===== config.mk =====
export PLATFORM = sky130hd
export DESIGN_NAME = bert_trigger_gate
export DESIGN_NICKNAME = d
export VERILOG_FILES = /design/src/bert_ctl_pkg.sv /design/src/bert_trigger_gate.sv
export SDC_FILE = /design/constraint.sdc
export NUM_CORES = 1
export LEC_CHECK = 0
export ABC_AREA = 1
export BUFFER_PORTS_ARGS = -buffer_cell sky130_fd_sc_hd__buf_2
export CORE_MARGIN = 2
export CORE_UTILIZATION = 50
export DETAILED_ROUTE_END_ITERATION = 8
export MAX_ROUTING_LAYER = met4
export PLACE_DENSITY = 0.67
export RECOVER_POWER = 50
export SLEW_MARGIN = 25
export SYNTH_ARGS = -nofsm -noshare
export SYNTH_HDL_FRONTEND = slang
export SYNTH_SLANG_ARGS = --single-unit

===== constraint.sdc =====
create_clock -name clk_i -period 11.84 [get_ports clk_i]
set_input_delay 0.592 -clock clk_i [delete_from_list [all_inputs] [get_ports clk_i]]
set_output_delay 0.592 -clock clk_i [all_outputs]
set_load 0.005 [all_outputs]

===== src/bert_ctl_pkg.sv =====
// constants, field layouts and encodings for the bert trigger and gating block
package bert_ctl_pkg;

  // ****************************************************
  // register byte offsets
  // ****************************************************
  localparam logic [7:0] ADDR_CTRL = 8'h00;
  localparam logic [7:0] ADDR_CMD = 8'h04;
  localparam logic [7:0] ADDR_PERIOD = 8'h08;
  localparam logic [7:0] ADDR_STATUS = 8'h0c;
  localparam logic [7:0] ADDR_ELAPSED = 8'h10;
  localparam logic [7:0] ADDR_PROG_LEN = 8'h14;
  localparam logic [7:0] ADDR_PROG_BYTE = 8'h18;
  localparam logic [7:0] ADDR_PROG_BIT = 8'h1c;
  localparam logic [7:0] ADDR_INTERVALS = 8'h20;

  // ****************************************************
  // field positions
  // ****************************************************
  localparam int TRIG_LSB = 0;
  localparam int BUZZ_LSB = 3;
  localparam int MODE_LSB = 5;
  localparam int TXPAT_LSB = 7;
  localparam int RXPAT_LSB = 9;
  localparam int PAY_LSB = 11;
  localparam int SEC_LSB = 0;
  localparam int MIN_LSB = 8;
  localparam int HOUR_LSB = 16;
  localparam int DAY_LSB = 24;
  localparam int CMD_START_BIT = 0;
  localparam int CMD_STOP_BIT = 1;
  localparam int STAT_RUN_BIT = 0;
  localparam int STAT_DONE_BIT = 1;
  localparam int BYTE_IDX_LSB = 8;
  localparam int BIT_IDX_LSB = 8;

  // ****************************************************
  // encodings
  // ****************************************************
  typedef enum logic [2:0] {
    TRIG_TX_DIV16 = 3'h0, TRIG_TX_DIV64 = 3'h1, TRIG_TX_PATT = 3'h2,
    TRIG_TX_ERR = 3'h3, TRIG_RX_DIV16 = 3'h4, TRIG_RX_DIV64 = 3'h5,
    TRIG_RX_PATT = 3'h6, TRIG_RX_ERR = 3'h7
  } trig_sel_t;
  typedef enum logic [1:0] {
    PAT_PRBS = 2'h0, PAT_SHORT = 2'h1, PAT_LONG = 2'h2, PAT_FRAME = 2'h3
  } pattern_t;
  typedef enum logic [2:0] {
    PAY_PRBS9 = 3'h0, PAY_PRBS10 = 3'h1, PAY_PRBS11 = 3'h2,
    PAY_PRBS15 = 3'h3, PAY_PRBS23 = 3'h4, PAY_PRBS31 = 3'h5
  } payload_t;
  typedef enum logic [1:0] {
    MODE_SINGLE = 2'h0, MODE_MANUAL = 2'h1, MODE_REPEAT = 2'h2
  } mode_t;
  typedef enum logic [1:0] {
    BUZZ_OFF = 2'h0, BUZZ_SOFT = 2'h1, BUZZ_MEDIUM = 2'h2, BUZZ_LOUD = 2'h3
  } buzz_t;
  typedef enum logic [1:0] {ST_IDLE = 2'b01, ST_RUN = 2'b10} gate_state_t;

  // ****************************************************
  // reset values and counts
  // ****************************************************
  localparam logic [4:0] RESET_HOURS = 5'h00;
  localparam logic [5:0] RESET_MINUTES = 6'h00;
  localparam logic [5:0] RESET_SECONDS = 6'h01;
  localparam logic [3:0] RESET_DAYS = 4'h0;
  localparam logic [8:0] PROG_MIN_LEN = 9'h010;
  localparam logic [8:0] PROG_MAX_LEN = 9'h100;
  localparam logic [8:0] RESET_PROG_LEN = PROG_MIN_LEN;
  localparam int DIV16_BIT = 3;
  localparam int DIV64_BIT = 5;
  localparam logic [6:0] PATT_LAST = 7'h7f;
  localparam logic [3:0] MAX_DAYS = 4'ha;
  localparam logic [4:0] MAX_HOUR = 5'h17;
  localparam logic [5:0] MAX_MIN_SEC = 6'h3b;
  localparam int SEC_PER_DAY = 86400;
  localparam int SEC_PER_HOUR = 3600;
  localparam int SEC_PER_MIN = 60;
  localparam logic [19:0] MAX_SECONDS = 20'hd2f00;
  localparam int SECOND_NS = 1000000000;
  localparam int CLK_PERIOD_NS = 10;
  localparam int SECOND_CYCLES_DEF = SECOND_NS / CLK_PERIOD_NS;

endpackage : bert_ctl_pkg


===== src/bert_trigger_gate.sv =====
// trigger selector, payload select, program memory and measurement gating
`timescale 1ns/10ps
module bert_trigger_gate #(
  parameter int unsigned SECOND_CYCLES = bert_ctl_pkg::SECOND_CYCLES_DEF
) (
  input wire logic clk_i,
  input wire logic rst_i,
  input wire logic [7:0] adr_i,
  input wire logic [31:0] dat_i,
  input wire logic [3:0] sel_i,
  input wire logic we_i,
  input wire logic cyc_i,
  input wire logic stb_i,
  output logic [31:0] dat_o,
  output logic ack_o,
  input wire logic tx_clk_i,
  input wire logic rx_clk_i,
  input wire logic tx_err_i,
  input wire logic rx_err_i,
  input wire logic tx_pattern_start_i,
  input wire logic rx_pattern_start_i,
  input wire logic [7:0] prog_addr_i,
  output logic prog_bit_o,
  output logic trigger_o,
  output bert_ctl_pkg::payload_t payload_prbs_o,
  output logic payload_enable_o,
  output bert_ctl_pkg::buzz_t buzzer_level_o,
  output logic buzz_o,
  output logic measuring_o,
  output logic interval_end_o
);
  import bert_ctl_pkg::*;

  if (SECOND_CYCLES < 2 || SECOND_CYCLES > 32'h07ffffff) begin : g_bad_cycles
    $error("SECOND_CYCLES out of range");
  end

  // ****************************************************
  // helpers
  // ****************************************************
  function automatic logic [19:0] to_seconds(input logic [3:0] d,
      input logic [4:0] h, input logic [5:0] m, input logic [5:0] s);
    to_seconds = 20'(20'(d) * 20'(SEC_PER_DAY)) +
                 20'(20'(h) * 20'(SEC_PER_HOUR)) +
                 20'(20'(m) * 20'(SEC_PER_MIN)) + 20'(s);
  endfunction : to_seconds

  function automatic logic rising(input logic [2:0] s, input logic lvl);
    rising = (s[1] == s[2]) && s[2] && !lvl;
  endfunction : rising

  // ****************************************************
  // configuration state
  // ****************************************************
  trig_sel_t trig_sel;
  buzz_t buzz_sel;
  mode_t mode;
  pattern_t tx_pat;
  pattern_t rx_pat;
  payload_t payload;
  logic [3:0] days;
  logic [4:0] hours;
  logic [5:0] minutes;
  logic [5:0] seconds;
  logic [8:0] prog_len;
  logic [4:0] byte_idx;
  logic [7:0] prog_mem [32];

  // ****************************************************
  // bus decode
  // ****************************************************
  wire bus_req = cyc_i && stb_i && !ack_o;
  wire full_wr = bus_req && we_i && (sel_i == 4'hf);
  wire wr_ctrl = full_wr && (adr_i == ADDR_CTRL);
  wire wr_cmd = full_wr && (adr_i == ADDR_CMD);
  wire wr_period = full_wr && (adr_i == ADDR_PERIOD);
  wire wr_status = full_wr && (adr_i == ADDR_STATUS);
  wire wr_len = full_wr && (adr_i == ADDR_PROG_LEN);
  wire wr_byte = full_wr && (adr_i == ADDR_PROG_BYTE);
  wire wr_bit = full_wr && (adr_i == ADDR_PROG_BIT);
  wire start_cmd = wr_cmd && dat_i[CMD_START_BIT];
  wire stop_cmd = wr_cmd && dat_i[CMD_STOP_BIT];
  wire [1:0] w_mode = dat_i[MODE_LSB+:2];
  wire [2:0] w_pay = dat_i[PAY_LSB+:3];
  wire w_mode_ok = (w_mode != 2'h3);
  wire w_pay_ok = (w_pay <= PAY_PRBS31);
  wire [3:0] w_day = dat_i[DAY_LSB+:4];
  wire [4:0] w_hour = dat_i[HOUR_LSB+:5];
  wire [5:0] w_min = dat_i[MIN_LSB+:6];
  wire [5:0] w_sec = dat_i[SEC_LSB+:6];
  wire [19:0] w_total = to_seconds(w_day, w_hour, w_min, w_sec);
  // out-of-range periods are refused whole, so no half-valid h:m:s exists
  wire w_period_ok = (w_day <= MAX_DAYS) && (w_hour <= MAX_HOUR) &&
                     (w_min <= MAX_MIN_SEC) && (w_sec <= MAX_MIN_SEC) &&
                     (w_total != 20'h0) && (w_total <= MAX_SECONDS);
  wire [8:0] w_len = dat_i[8:0];
  wire w_len_ok = (w_len >= PROG_MIN_LEN) && (w_len <= PROG_MAX_LEN);
  wire [4:0] w_byte_idx = dat_i[BYTE_IDX_LSB+:5];
  wire [7:0] w_bit_idx = dat_i[BIT_IDX_LSB+:8];

  // ****************************************************
  // configuration registers
  // ****************************************************
  always_ff @(posedge clk_i) begin
    if (rst_i) begin
      trig_sel <= TRIG_TX_DIV16;
      buzz_sel <= BUZZ_OFF;
      mode <= MODE_SINGLE;
      tx_pat <= PAT_PRBS;
      rx_pat <= PAT_PRBS;
      payload <= PAY_PRBS9;
    end else if (wr_ctrl) begin
      // separate pattern registers for each side: tx_pat and rx_pat can be set apart
      trig_sel <= trig_sel_t'(dat_i[TRIG_LSB+:3]);
      buzz_sel <= buzz_t'(dat_i[BUZZ_LSB+:2]);
      tx_pat <= pattern_t'(dat_i[TXPAT_LSB+:2]);
      rx_pat <= pattern_t'(dat_i[RXPAT_LSB+:2]);
      if (w_mode_ok) begin
        mode <= mode_t'(w_mode[1:0]);
      end
      if (w_pay_ok) begin
        payload <= payload_t'(w_pay);
      end
    end
  end

  always_ff @(posedge clk_i) begin
    if (rst_i) begin
      days <= RESET_DAYS;
      hours <= RESET_HOURS;
      minutes <= RESET_MINUTES;
      seconds <= RESET_SECONDS;
      prog_len <= RESET_PROG_LEN;
    end else begin
      if (wr_period && w_period_ok) begin
        days <= w_day;
        hours <= w_hour;
        minutes <= w_min;
        seconds <= w_sec;
      end
      if (wr_len && w_len_ok) begin
        prog_len <= w_len;
      end
    end
  end

  // ****************************************************
  // short program pattern memory
  // ****************************************************
  always_ff @(posedge clk_i) begin
    if (rst_i) begin
      byte_idx <= 5'h00;
    end else if (wr_byte) begin
      byte_idx <= w_byte_idx;
    end
  end

  // memory content is not reset; software loads it before use
  always_ff @(posedge clk_i) begin
    if (wr_byte) begin
      prog_mem[w_byte_idx] <= dat_i[7:0];
    end else if (wr_bit) begin
      prog_mem[w_bit_idx[7:3]][w_bit_idx[2:0]] <= dat_i[0];
    end
  end

  // generator wraps its address at prog_len; the length is read back
  always_ff @(posedge clk_i) begin
    if (rst_i) begin
      prog_bit_o <= 1'b0;
    end else begin
      prog_bit_o <= prog_mem[prog_addr_i[7:3]][prog_addr_i[2:0]];
    end
  end

  // ****************************************************
  // bit clock inputs
  // ****************************************************
  logic [2:0] tx_sync;
  logic [2:0] rx_sync;
  logic tx_lvl;
  logic rx_lvl;
  logic [6:0] tx_cnt;
  logic [6:0] rx_cnt;
  wire tx_rise = rising(tx_sync, tx_lvl);
  wire rx_rise = rising(rx_sync, rx_lvl);
  // bit clocks must stay well below a quarter of clk_i to be seen
  always_ff @(posedge clk_i) begin
    if (rst_i) begin
      tx_sync <= 3'h0;
      rx_sync <= 3'h0;
      tx_lvl <= 1'b0;
      rx_lvl <= 1'b0;
      tx_cnt <= 7'h00;
      rx_cnt <= 7'h00;
    end else begin
      tx_sync <= {tx_sync[1:0], tx_clk_i};
      rx_sync <= {rx_sync[1:0], rx_clk_i};
      if (tx_sync[1] == tx_sync[2]) begin
        tx_lvl <= tx_sync[2];
      end
      if (rx_sync[1] == rx_sync[2]) begin
        rx_lvl <= rx_sync[2];
      end
      if (tx_rise) begin
        tx_cnt <= tx_cnt + 7'h01;
      end
      if (rx_rise) begin
        rx_cnt <= rx_cnt + 7'h01;
      end
    end
  end

  // ****************************************************
  // trigger selection
  // ****************************************************
  wire tx_patt = (tx_pat == PAT_PRBS) ? (tx_rise && tx_cnt == PATT_LAST)
                                      : tx_pattern_start_i;
  wire rx_patt = (rx_pat == PAT_PRBS) ? (rx_rise && rx_cnt == PATT_LAST)
                                      : rx_pattern_start_i;
  logic next_trigger;

  always_comb begin
    unique case (trig_sel)
      TRIG_TX_DIV16: next_trigger = tx_cnt[DIV16_BIT];
      TRIG_TX_DIV64: next_trigger = tx_cnt[DIV64_BIT];
      TRIG_TX_PATT: next_trigger = tx_patt;
      TRIG_TX_ERR: next_trigger = tx_err_i;
      TRIG_RX_DIV16: next_trigger = rx_cnt[DIV16_BIT];
      TRIG_RX_DIV64: next_trigger = rx_cnt[DIV64_BIT];
      TRIG_RX_PATT: next_trigger = rx_patt;
      TRIG_RX_ERR: next_trigger = rx_err_i;
    endcase
  end

  always_ff @(posedge clk_i) begin
    if (rst_i) begin
      trigger_o <= 1'b0;
      payload_prbs_o <= PAY_PRBS9;
      payload_enable_o <= 1'b0;
      buzzer_level_o <= BUZZ_OFF;
      buzz_o <= 1'b0;
    end else begin
      trigger_o <= next_trigger;
      payload_enable_o <= (tx_pat == PAT_FRAME);
      payload_prbs_o <= (tx_pat == PAT_FRAME) ? payload : PAY_PRBS9;
      buzzer_level_o <= buzz_sel;
      buzz_o <= rx_err_i && (buzz_sel != BUZZ_OFF);
    end
  end

  // ****************************************************
  // measurement gating
  // ****************************************************
  gate_state_t state;
  gate_state_t next_state;
  logic [26:0] tick_cnt;
  logic [19:0] elapsed;
  logic [15:0] intervals;
  logic done;
  wire sec_tick = (state == ST_RUN) && (tick_cnt == 27'(SECOND_CYCLES - 1));
  wire [19:0] elapsed_inc = elapsed + 20'h1;
  wire [19:0] period_sec = to_seconds(days, hours, minutes, seconds);
  wire [19:0] limit = (mode == MODE_MANUAL) ? MAX_SECONDS
                                            : period_sec;
  wire reached = sec_tick && (elapsed_inc >= limit);
  wire rollover = reached && (mode == MODE_REPEAT);
  wire finish = (state == ST_RUN) && (stop_cmd || (reached && !rollover));

  always_comb begin
    next_state = state;
    unique case (state)
      ST_IDLE: if (start_cmd) next_state = ST_RUN;
      ST_RUN: if (finish) next_state = ST_IDLE;
    endcase
  end

  always_ff @(posedge clk_i) begin
    if (rst_i) begin
      state <= ST_IDLE;
      measuring_o <= 1'b0;
      interval_end_o <= 1'b0;
      done <= 1'b0;
    end else begin
      state <= next_state;
      measuring_o <= (next_state == ST_RUN);
      interval_end_o <= rollover && !stop_cmd;
      // a finish in the clearing cycle is kept: set beats clear
      if (finish) begin
        done <= 1'b1;
      end else if ((wr_status && dat_i[STAT_DONE_BIT]) || start_cmd) begin
        done <= 1'b0;
      end
    end
  end

  always_ff @(posedge clk_i) begin
    if (rst_i) begin
      tick_cnt <= 27'h0;
      elapsed <= 20'h0;
      intervals <= 16'h0;
    end else if (state == ST_IDLE && start_cmd) begin
      tick_cnt <= 27'h0;
      elapsed <= 20'h0;
      intervals <= 16'h0;
    end else if (state == ST_RUN) begin
      tick_cnt <= sec_tick ? 27'h0 : tick_cnt + 27'h1;
      if (rollover) begin
        elapsed <= 20'h0;
        intervals <= intervals + 16'h1;
      end else if (sec_tick) begin
        elapsed <= elapsed_inc;
      end
    end
  end

  // ****************************************************
  // bus read and acknowledge
  // ****************************************************
  wire [31:0] rd_ctrl = {18'h0, payload, rx_pat, tx_pat, mode, buzz_sel,
                         trig_sel};
  wire [31:0] rd_period = {4'h0, days, 3'h0, hours, 2'h0, minutes, 2'h0,
                           seconds};
  wire [31:0] rd_data =
    (adr_i == ADDR_CTRL) ? rd_ctrl :
    (adr_i == ADDR_PERIOD) ? rd_period :
    (adr_i == ADDR_STATUS) ? {30'h0, done, state == ST_RUN} :
    (adr_i == ADDR_ELAPSED) ? {12'h0, elapsed} :
    (adr_i == ADDR_PROG_LEN) ? {23'h0, prog_len} :
    (adr_i == ADDR_PROG_BYTE) ? {19'h0, byte_idx, prog_mem[byte_idx]} :
    (adr_i == ADDR_INTERVALS) ? {16'h0, intervals} : 32'h0;

  // one wait state; ack drops the cycle after it was given
  always_ff @(posedge clk_i) begin
    if (rst_i) begin
      ack_o <= 1'b0;
      dat_o <= 32'h0;
    end else begin
      ack_o <= bus_req;
      if (bus_req && !we_i) begin
        dat_o <= rd_data;
      end
    end
  end

endmodule : bert_trigger_gate


# Word level (Yosys, flattened, before mapping)
# Memory sizes are Yosys's and may differ from the RTL's. A register that Yosys moved wholly into a read port is not among the register bits.
# Cells that the tools add are included.
# W data, S select, Z words.
[totals] n_memories=1 elab_cells=186 in_bits=63 ramBits=256 romBits=0 latch_bits=0 reg_bits=181 output_inout_bits=44
[classes] n_shift=0 n_div=0 n_mux=33 multipliers=6 n_eq_ne=28 order_cmp=12 bitwise_logic=1 reduce_logical=61 add_sub_neg=11
[mem_list] memory="prog_mem" words=32 width=8 rd=2 rd_ports_with_merged_regs=1 write_ports=1 line_no="bert_trigger_gate.sv:67" text="logic [7:0] prog_mem [32];"
[ops] operator="$mux W20" n=5
[ops] operator="$mux W28" n=2
[ops] operator="$mux W16" n=3
[ops] operator="$add A20 B12 Y20" n=2
[ops] operator="$add A20 B17 Y20" n=2
[ops] operator="$add A20 B6 Y20" n=2
[ops] operator="$logic_and A1 B1 Y1" n=38
[ops] operator="$eq A8 B5 Y1 const B" n=4
[ops] operator="$add A27 B1 Y27 const B" n=1
[ops] operator="$eq A27 B27 Y1 const B" n=1
[ops] operator="$mux W27" n=1
[ops] operator="$mul A4 B10 Y13 const B" n=2
[ops] operator="$mul A5 B8 Y13 const B" n=2
[ops] operator="$mux W8" n=3
[ops] operator="$add A20 B1 Y20 const B" n=1
[ops] operator="$ge A20 B20 Y1" n=1
[ops] operator="$le A20 B20 Y1 const B" n=1
[ops] operator="$mul A6 B4 Y10 const B" n=2
[ops] operator="$reduce_bool A20 Y1" n=1
[ops] operator="$add A16 B1 Y16 const B" n=1
[ops] operator="$eq A8 B4 Y1 const B" n=2
[ops] operator="$mux W5" n=3
[ops] operator="$add A7 B1 Y7 const B" n=2
[ops] operator="$eq A7 B7 Y1 const B" n=2
[ops] operator="other kinds (34)" n=68

# Depth between registers and ports, before layout
[logic_depth] ltp_word=15 depth_mapped=41

# Worst setup path before layout
# Ideal clock, no wire load.
[synth_path] path_kind="register to register" start="reg minutes[3]" end="reg elapsed[18]" slack_ps=5886 stages_incl_launch_ff=42 required_ps=11712 arrival_time_ps=5826 n_path_buf=1 synth_period_minus_slack_ps=5954 cell_sequence="dfxtp_1 > inv_1 > fa_1 > fa_1 > inv_1 > ha_1 > a21oi_1 > nand2_1 > a21oi_1 > nor2_1 > nor2_1 > o21ai_0 > a21oi_1 > xnor2_1 > fa_1 > ha_1 > nand2_1 > nor2_1 > (+6 left out) > nand2_1 > nand2_1 > nand3_1 > nand2_1 > nor2_1 > ha_1 > nand2_1 > inv_1 > nand3_1 > nor2_1 > nand3_1 > nand4_1 > nand2b_1 > nor2_1 > inv_2 > nand2_1 > buf_4 > o22ai_1"
[synth_via] elab_chain_len=9 word_cells_on_any_way=10 classes_between="add/sub: 2; mul: 1; order compare: 1; mux: 2; reduce/logical: 4"
[synth_rtl] item="start, declared" line_no="bert_trigger_gate.sv:63" text="logic [5:0] minutes;"
[synth_rtl] item="start signal, assigned" line_no="bert_trigger_gate.sv:138" text="minutes <= w_min;"
[synth_rtl] item="$mul A6 B4 Y10 *" line_no="bert_trigger_gate.sv:45" text="20'(20'(m) * 20'(SEC_PER_MIN)) + 20'(s);"
[synth_rtl] item="$add A20 B12 Y20 *" line_no="bert_trigger_gate.sv:44" text="20'(20'(h) * 20'(SEC_PER_HOUR)) +"
[synth_rtl] item="$add A20 B6 Y20 *" line_no="bert_trigger_gate.sv:45"
[synth_rtl] item="$mux W20 *" line_no="bert_trigger_gate.sv:264" text="wire [19:0] limit = (mode == MODE_MANUAL) ? MAX_SECONDS"
[synth_rtl] item="$ge A20 B20 Y1 *" line_no="bert_trigger_gate.sv:266" text="wire reached = sec_tick && (elapsed_inc >= limit);"
[synth_rtl] item="$logic_and A1 B1 Y1 *" line_no="bert_trigger_gate.sv:266"
[synth_rtl] item="$logic_and A1 B1 Y1 *" line_no="bert_trigger_gate.sv:267" text="wire rollover = reached && (mode == MODE_REPEAT);"
[synth_rtl] item="$reduce_bool A2 Y1 (no source line)"
[synth_rtl] item="$reduce_and A2 Y1 (no source line)"
[synth_rtl] item="end signal, assigned" line_no="bert_trigger_gate.sv:312" text="elapsed <= elapsed_inc;"
[synth_rtl] item="end, declared" line_no="bert_trigger_gate.sv:258" text="logic [19:0] elapsed;"
# Every way passes the cells marked *; elsewhere a longest branch is shown, timed or not.
# A chain may end at the register's enable or synchronous reset.

# Final worst setup path
[layout_path] start="reg minutes[3]" end="reg intervals[13]"
[layout_via] elab_chain_len=8
[layout_rtl] item="$mul A6 B4 Y10" line_no="bert_trigger_gate.sv:45"
[layout_rtl] item="$add A20 B12 Y20" line_no="bert_trigger_gate.sv:44"
[layout_rtl] item="$add A20 B6 Y20" line_no="bert_trigger_gate.sv:45"
[layout_rtl] item="$mux W20" line_no="bert_trigger_gate.sv:264"
[layout_rtl] item="$ge A20 B20 Y1" line_no="bert_trigger_gate.sv:266"
[layout_rtl] item="$logic_and A1 B1 Y1" line_no="bert_trigger_gate.sv:266"
[layout_rtl] item="$logic_and A1 B1 Y1" line_no="bert_trigger_gate.sv:267"
[layout_rtl] item="$reduce_and A2 Y1 (no source line)"
[layout_rtl] item="end signal, assigned" line_no="bert_trigger_gate.sv:310" text="intervals <= intervals + 16'h1;"
[layout_rtl] item="end, declared" line_no="bert_trigger_gate.sv:259" text="logic [15:0] intervals;"
# Every way passes these cells.

==> impl_metrics.py <==
metrics = {
    "sta": {
        "max_freq_mhz": 143,
        "slew-limit-headroom_pct": -113,
        "fin_crit_ps": 7010,
        "rsz0062_at_grt": "false",
        "tightest_slew_ps": 3160,
        "skew_ps": 25.0,
        "setup_viol": 0,
        "maxSlewViolCount": 119,
        "fin_ws_ps": 4830,
        "hold_violations": 0,
        "setup_tns_ps": 0,
        "post-route-period-util_pct": 59.2,
    },
    "power_and_ir_drop": {
        "p_total_mw": 3.99,
        "power_density_mw_per_mm2": 127,
        "p_leak_nw": 12.2,
        "vdd_drop_max_uv": 108,
    },
    "route": {
        "drt_wl_total_mm": 82.9,
        "wire_per_inst_um": 18.7,
        "vias_per_cell": 5.75,
        "dr.pass1.iters": 5,
        "dr.first_iter.drc_count": 2324,
        "final_antenna_net_count": 0,
        "drc": 0,
        "num_vias": 25400,
    },
    "clock_network": {
        "cts-buffers-inserted": 48,
        "cts-htree-levels": 2,
        "insertion_delay_ps": 620,
        "cts_setup_buffers": 0,
        "cts_buffer_depth": 3,
        "hold_buffers": 0,
        "cts.clk_slew.worst_paths_ps": 60,
        "cts-root-buf": "clkbuf_16",
        "cts_resized": 0,
        "cts_tree": "built",
        "clkSinkCount": 435,
    },
    "grt": {
        "grt_max_degree": 85,
        "grt_pass1_wl_mm": 130,
        "antenna_found_initial": 6,
        "grt_pass1_vias": 23700,
        "grt_use_total_pct": 28.5,
        "grt_overflow": 0,
    },
    "floorplan": {
        "die_area_mm2": 0.0593,
        "fp.dieH_um": 243,
        "start_util_pct": 50.8,
        "chipWidth_um": 243,
        "num_rows": 87,
        "core_area_mm2": 0.0565,
        "io_pins": 107,
    },
    "synthesis": {
        "yosysTopAreaCellShare_pct": 26.8,
        "netlist_area_mm2": 0.0287,
        "seq_area_frac_synth_pct": 39.3,
        "post-synth-top-area-cell": "edfxtp_1",
        "synthCells": 3616,
        "synth.area.top_cells": "edfxtp_1 (27%), dfxtp_1 (12%), nor2_1 (9.1%)",
        "synth_edf_count": 256,
        "syn_avg_cell_area_um2": 7.93,
        "ys_warn_count": 0,
        "yosysUniqueCellTypes": 60,
        "ys.flop_type": "edfxtp_1",
        "synthArstFlopShare_pct": 0,
        "ys_ff_latch": 435,
    },
    "hold_path": {
        "min_path_type": "primary input to flip-flop",
    },
    "cells_and_area": {
        "syn2layout_area_growth_pct": 9.29,
        "final_common_cell": "nor2_1",
        "nets": 3903,
        "drive_gt1_share_pct": 8.11,
        "num-fill-cells": 5359,
        "final_area_mm2": 0.0313,
        "final_cell_mix": "nor2_1 (699), nand2_1 (477), o21ai_0 (360), inv_1 (348), edfxtp_1 (256)",
    },
    "place": {
        "gp_congestion": 0.920,
        "placed_area_mm2": 0.0297,
        "portBuffers": 92,
        "post-place-ws_ps": 4870,
        "hpwl_mm": 55.4,
    },
    "worst_setup_path": {
        "path_common_cell": "nand2_1",
        "arrival_ps": 7460,
        "max_stage_delay_ps": 510,
        "endpoint_kind": "flip-flop",
        "start_kind": "flip-flop",
        "rrSetupSlack_ps": 4830,
        "slowest_stage": "fa_1",
        "path_max_fanout": 15,
        "required_ps": 12300,
        "critPathKind": "flip-flop to flip-flop",
    },
    "flow_run": {
        "maxCapViolations": 3,
    },
    "run_status": {
        "status": "finished, violations left",
        "violations": "capacitance limit, slew limit",
    },
}
worst paths after layout:
kind              start            end  depth (start not counted)
min            tx_clk_i     tx_sync[0]                          3
max          minutes[3]  intervals[13]                         40
min reg2reg  rx_sync[0]     rx_sync[1]                          2
max reg2reg  minutes[3]  intervals[13]                         40
critical path: cells and delay by family, from the launching register on:
| kind | cells | cell delay [ps] |
|---|---|---|
| buf+inv | 6 | 680 |
| xor+xnor | 1 | 180 |
| simple gates | 21 | 2390 |
| fa+ha+maj | 6 | 2470 |
| compound gates | 6 | 770 |
| flops | 1 | 350 |
synth_stat cells (all sizes together), types with 42 or more instances:
master	number
o22ai	73
inv	362
clkbuf	147
o211ai	53
nand4	77
o21ai	363
nand2	477
fa	42
xor2	49
nor2	746
dfxtp	179
edfxtp	256
ha	174
a21oi	159
nand3	224
nor3	51
layer usage:
metal | part of all wire (%) | vias to the layer above | wire [µm] | track usage, %
li1 | - | 12300 | - | -
met1 | 42 | 11900 | 34500 | 36.7
met2 | 46 | 1080 | 38200 | 45.5
met3 | 8.6 | 203 | 7110 | 4.13
met4 | 3.8 | 0 | 3140 | 10.8
met5 | 0 | - | 0 | -
registers in the layout, indices dropped and copies added (netlist names), 5 cells and up, named ones only:
name       flops
tx_cnt         7
byte_idx       5
intervals     16
tick_cnt      27
rx_cnt         7
prog_mem     256
dat_o         25
elapsed       20
hours          5
seconds        6
prog_len       9
minutes        6
through the flow:
stage	cells	util, %	hold slack [ps]
floorplan	3622	-	388
global placement	4329	52.6	392
detailed placement	4329	52.6	401
CTS	4419	55.6	168
global route	4426	55.5	192
finish	4426	55.5	189
kinds of logic (layout without fill, tap and decap cells):
kind of cell,Yosys count,in the layout,synth area share (%)
XOR/XNOR,73,73,2.23
other,1,13,0.0131
flip-flops,435,435,39.3
buffers and inverters,548,590,7.61
AO/OA/AOI/OAI,728,728,14.5
adder cells (fa/ha/maj),216,216,10.5
AND/OR/NAND/NOR,1615,1615,25.9
power by group:
part	internal, mW	leakage, nW	switching [mW]	total, mW
logic	0.263	7.57	0.535	0.799
registers	1.60	3.74	0.00156	1.60
clock network	0.940	0.836	0.652	1.59
final cells by class:
type / count / area [µm²] / share of cell area (%)
multi-input cells: 2639 / 15300 / 48.8
flip-flops and latches: 435 / 11300 / 36.0
clock buffers: 70 / 1440 / 4.59
inverters: 367 / 1400 / 4.47
well taps: 756 / 946 / 3.02
repair buffers: 133 / 717 / 2.29
clock inverters: 20 / 251 / 0.802
diodes: 6 / 15.0 / 0.0479
Power figures use the tool's default switching activity.
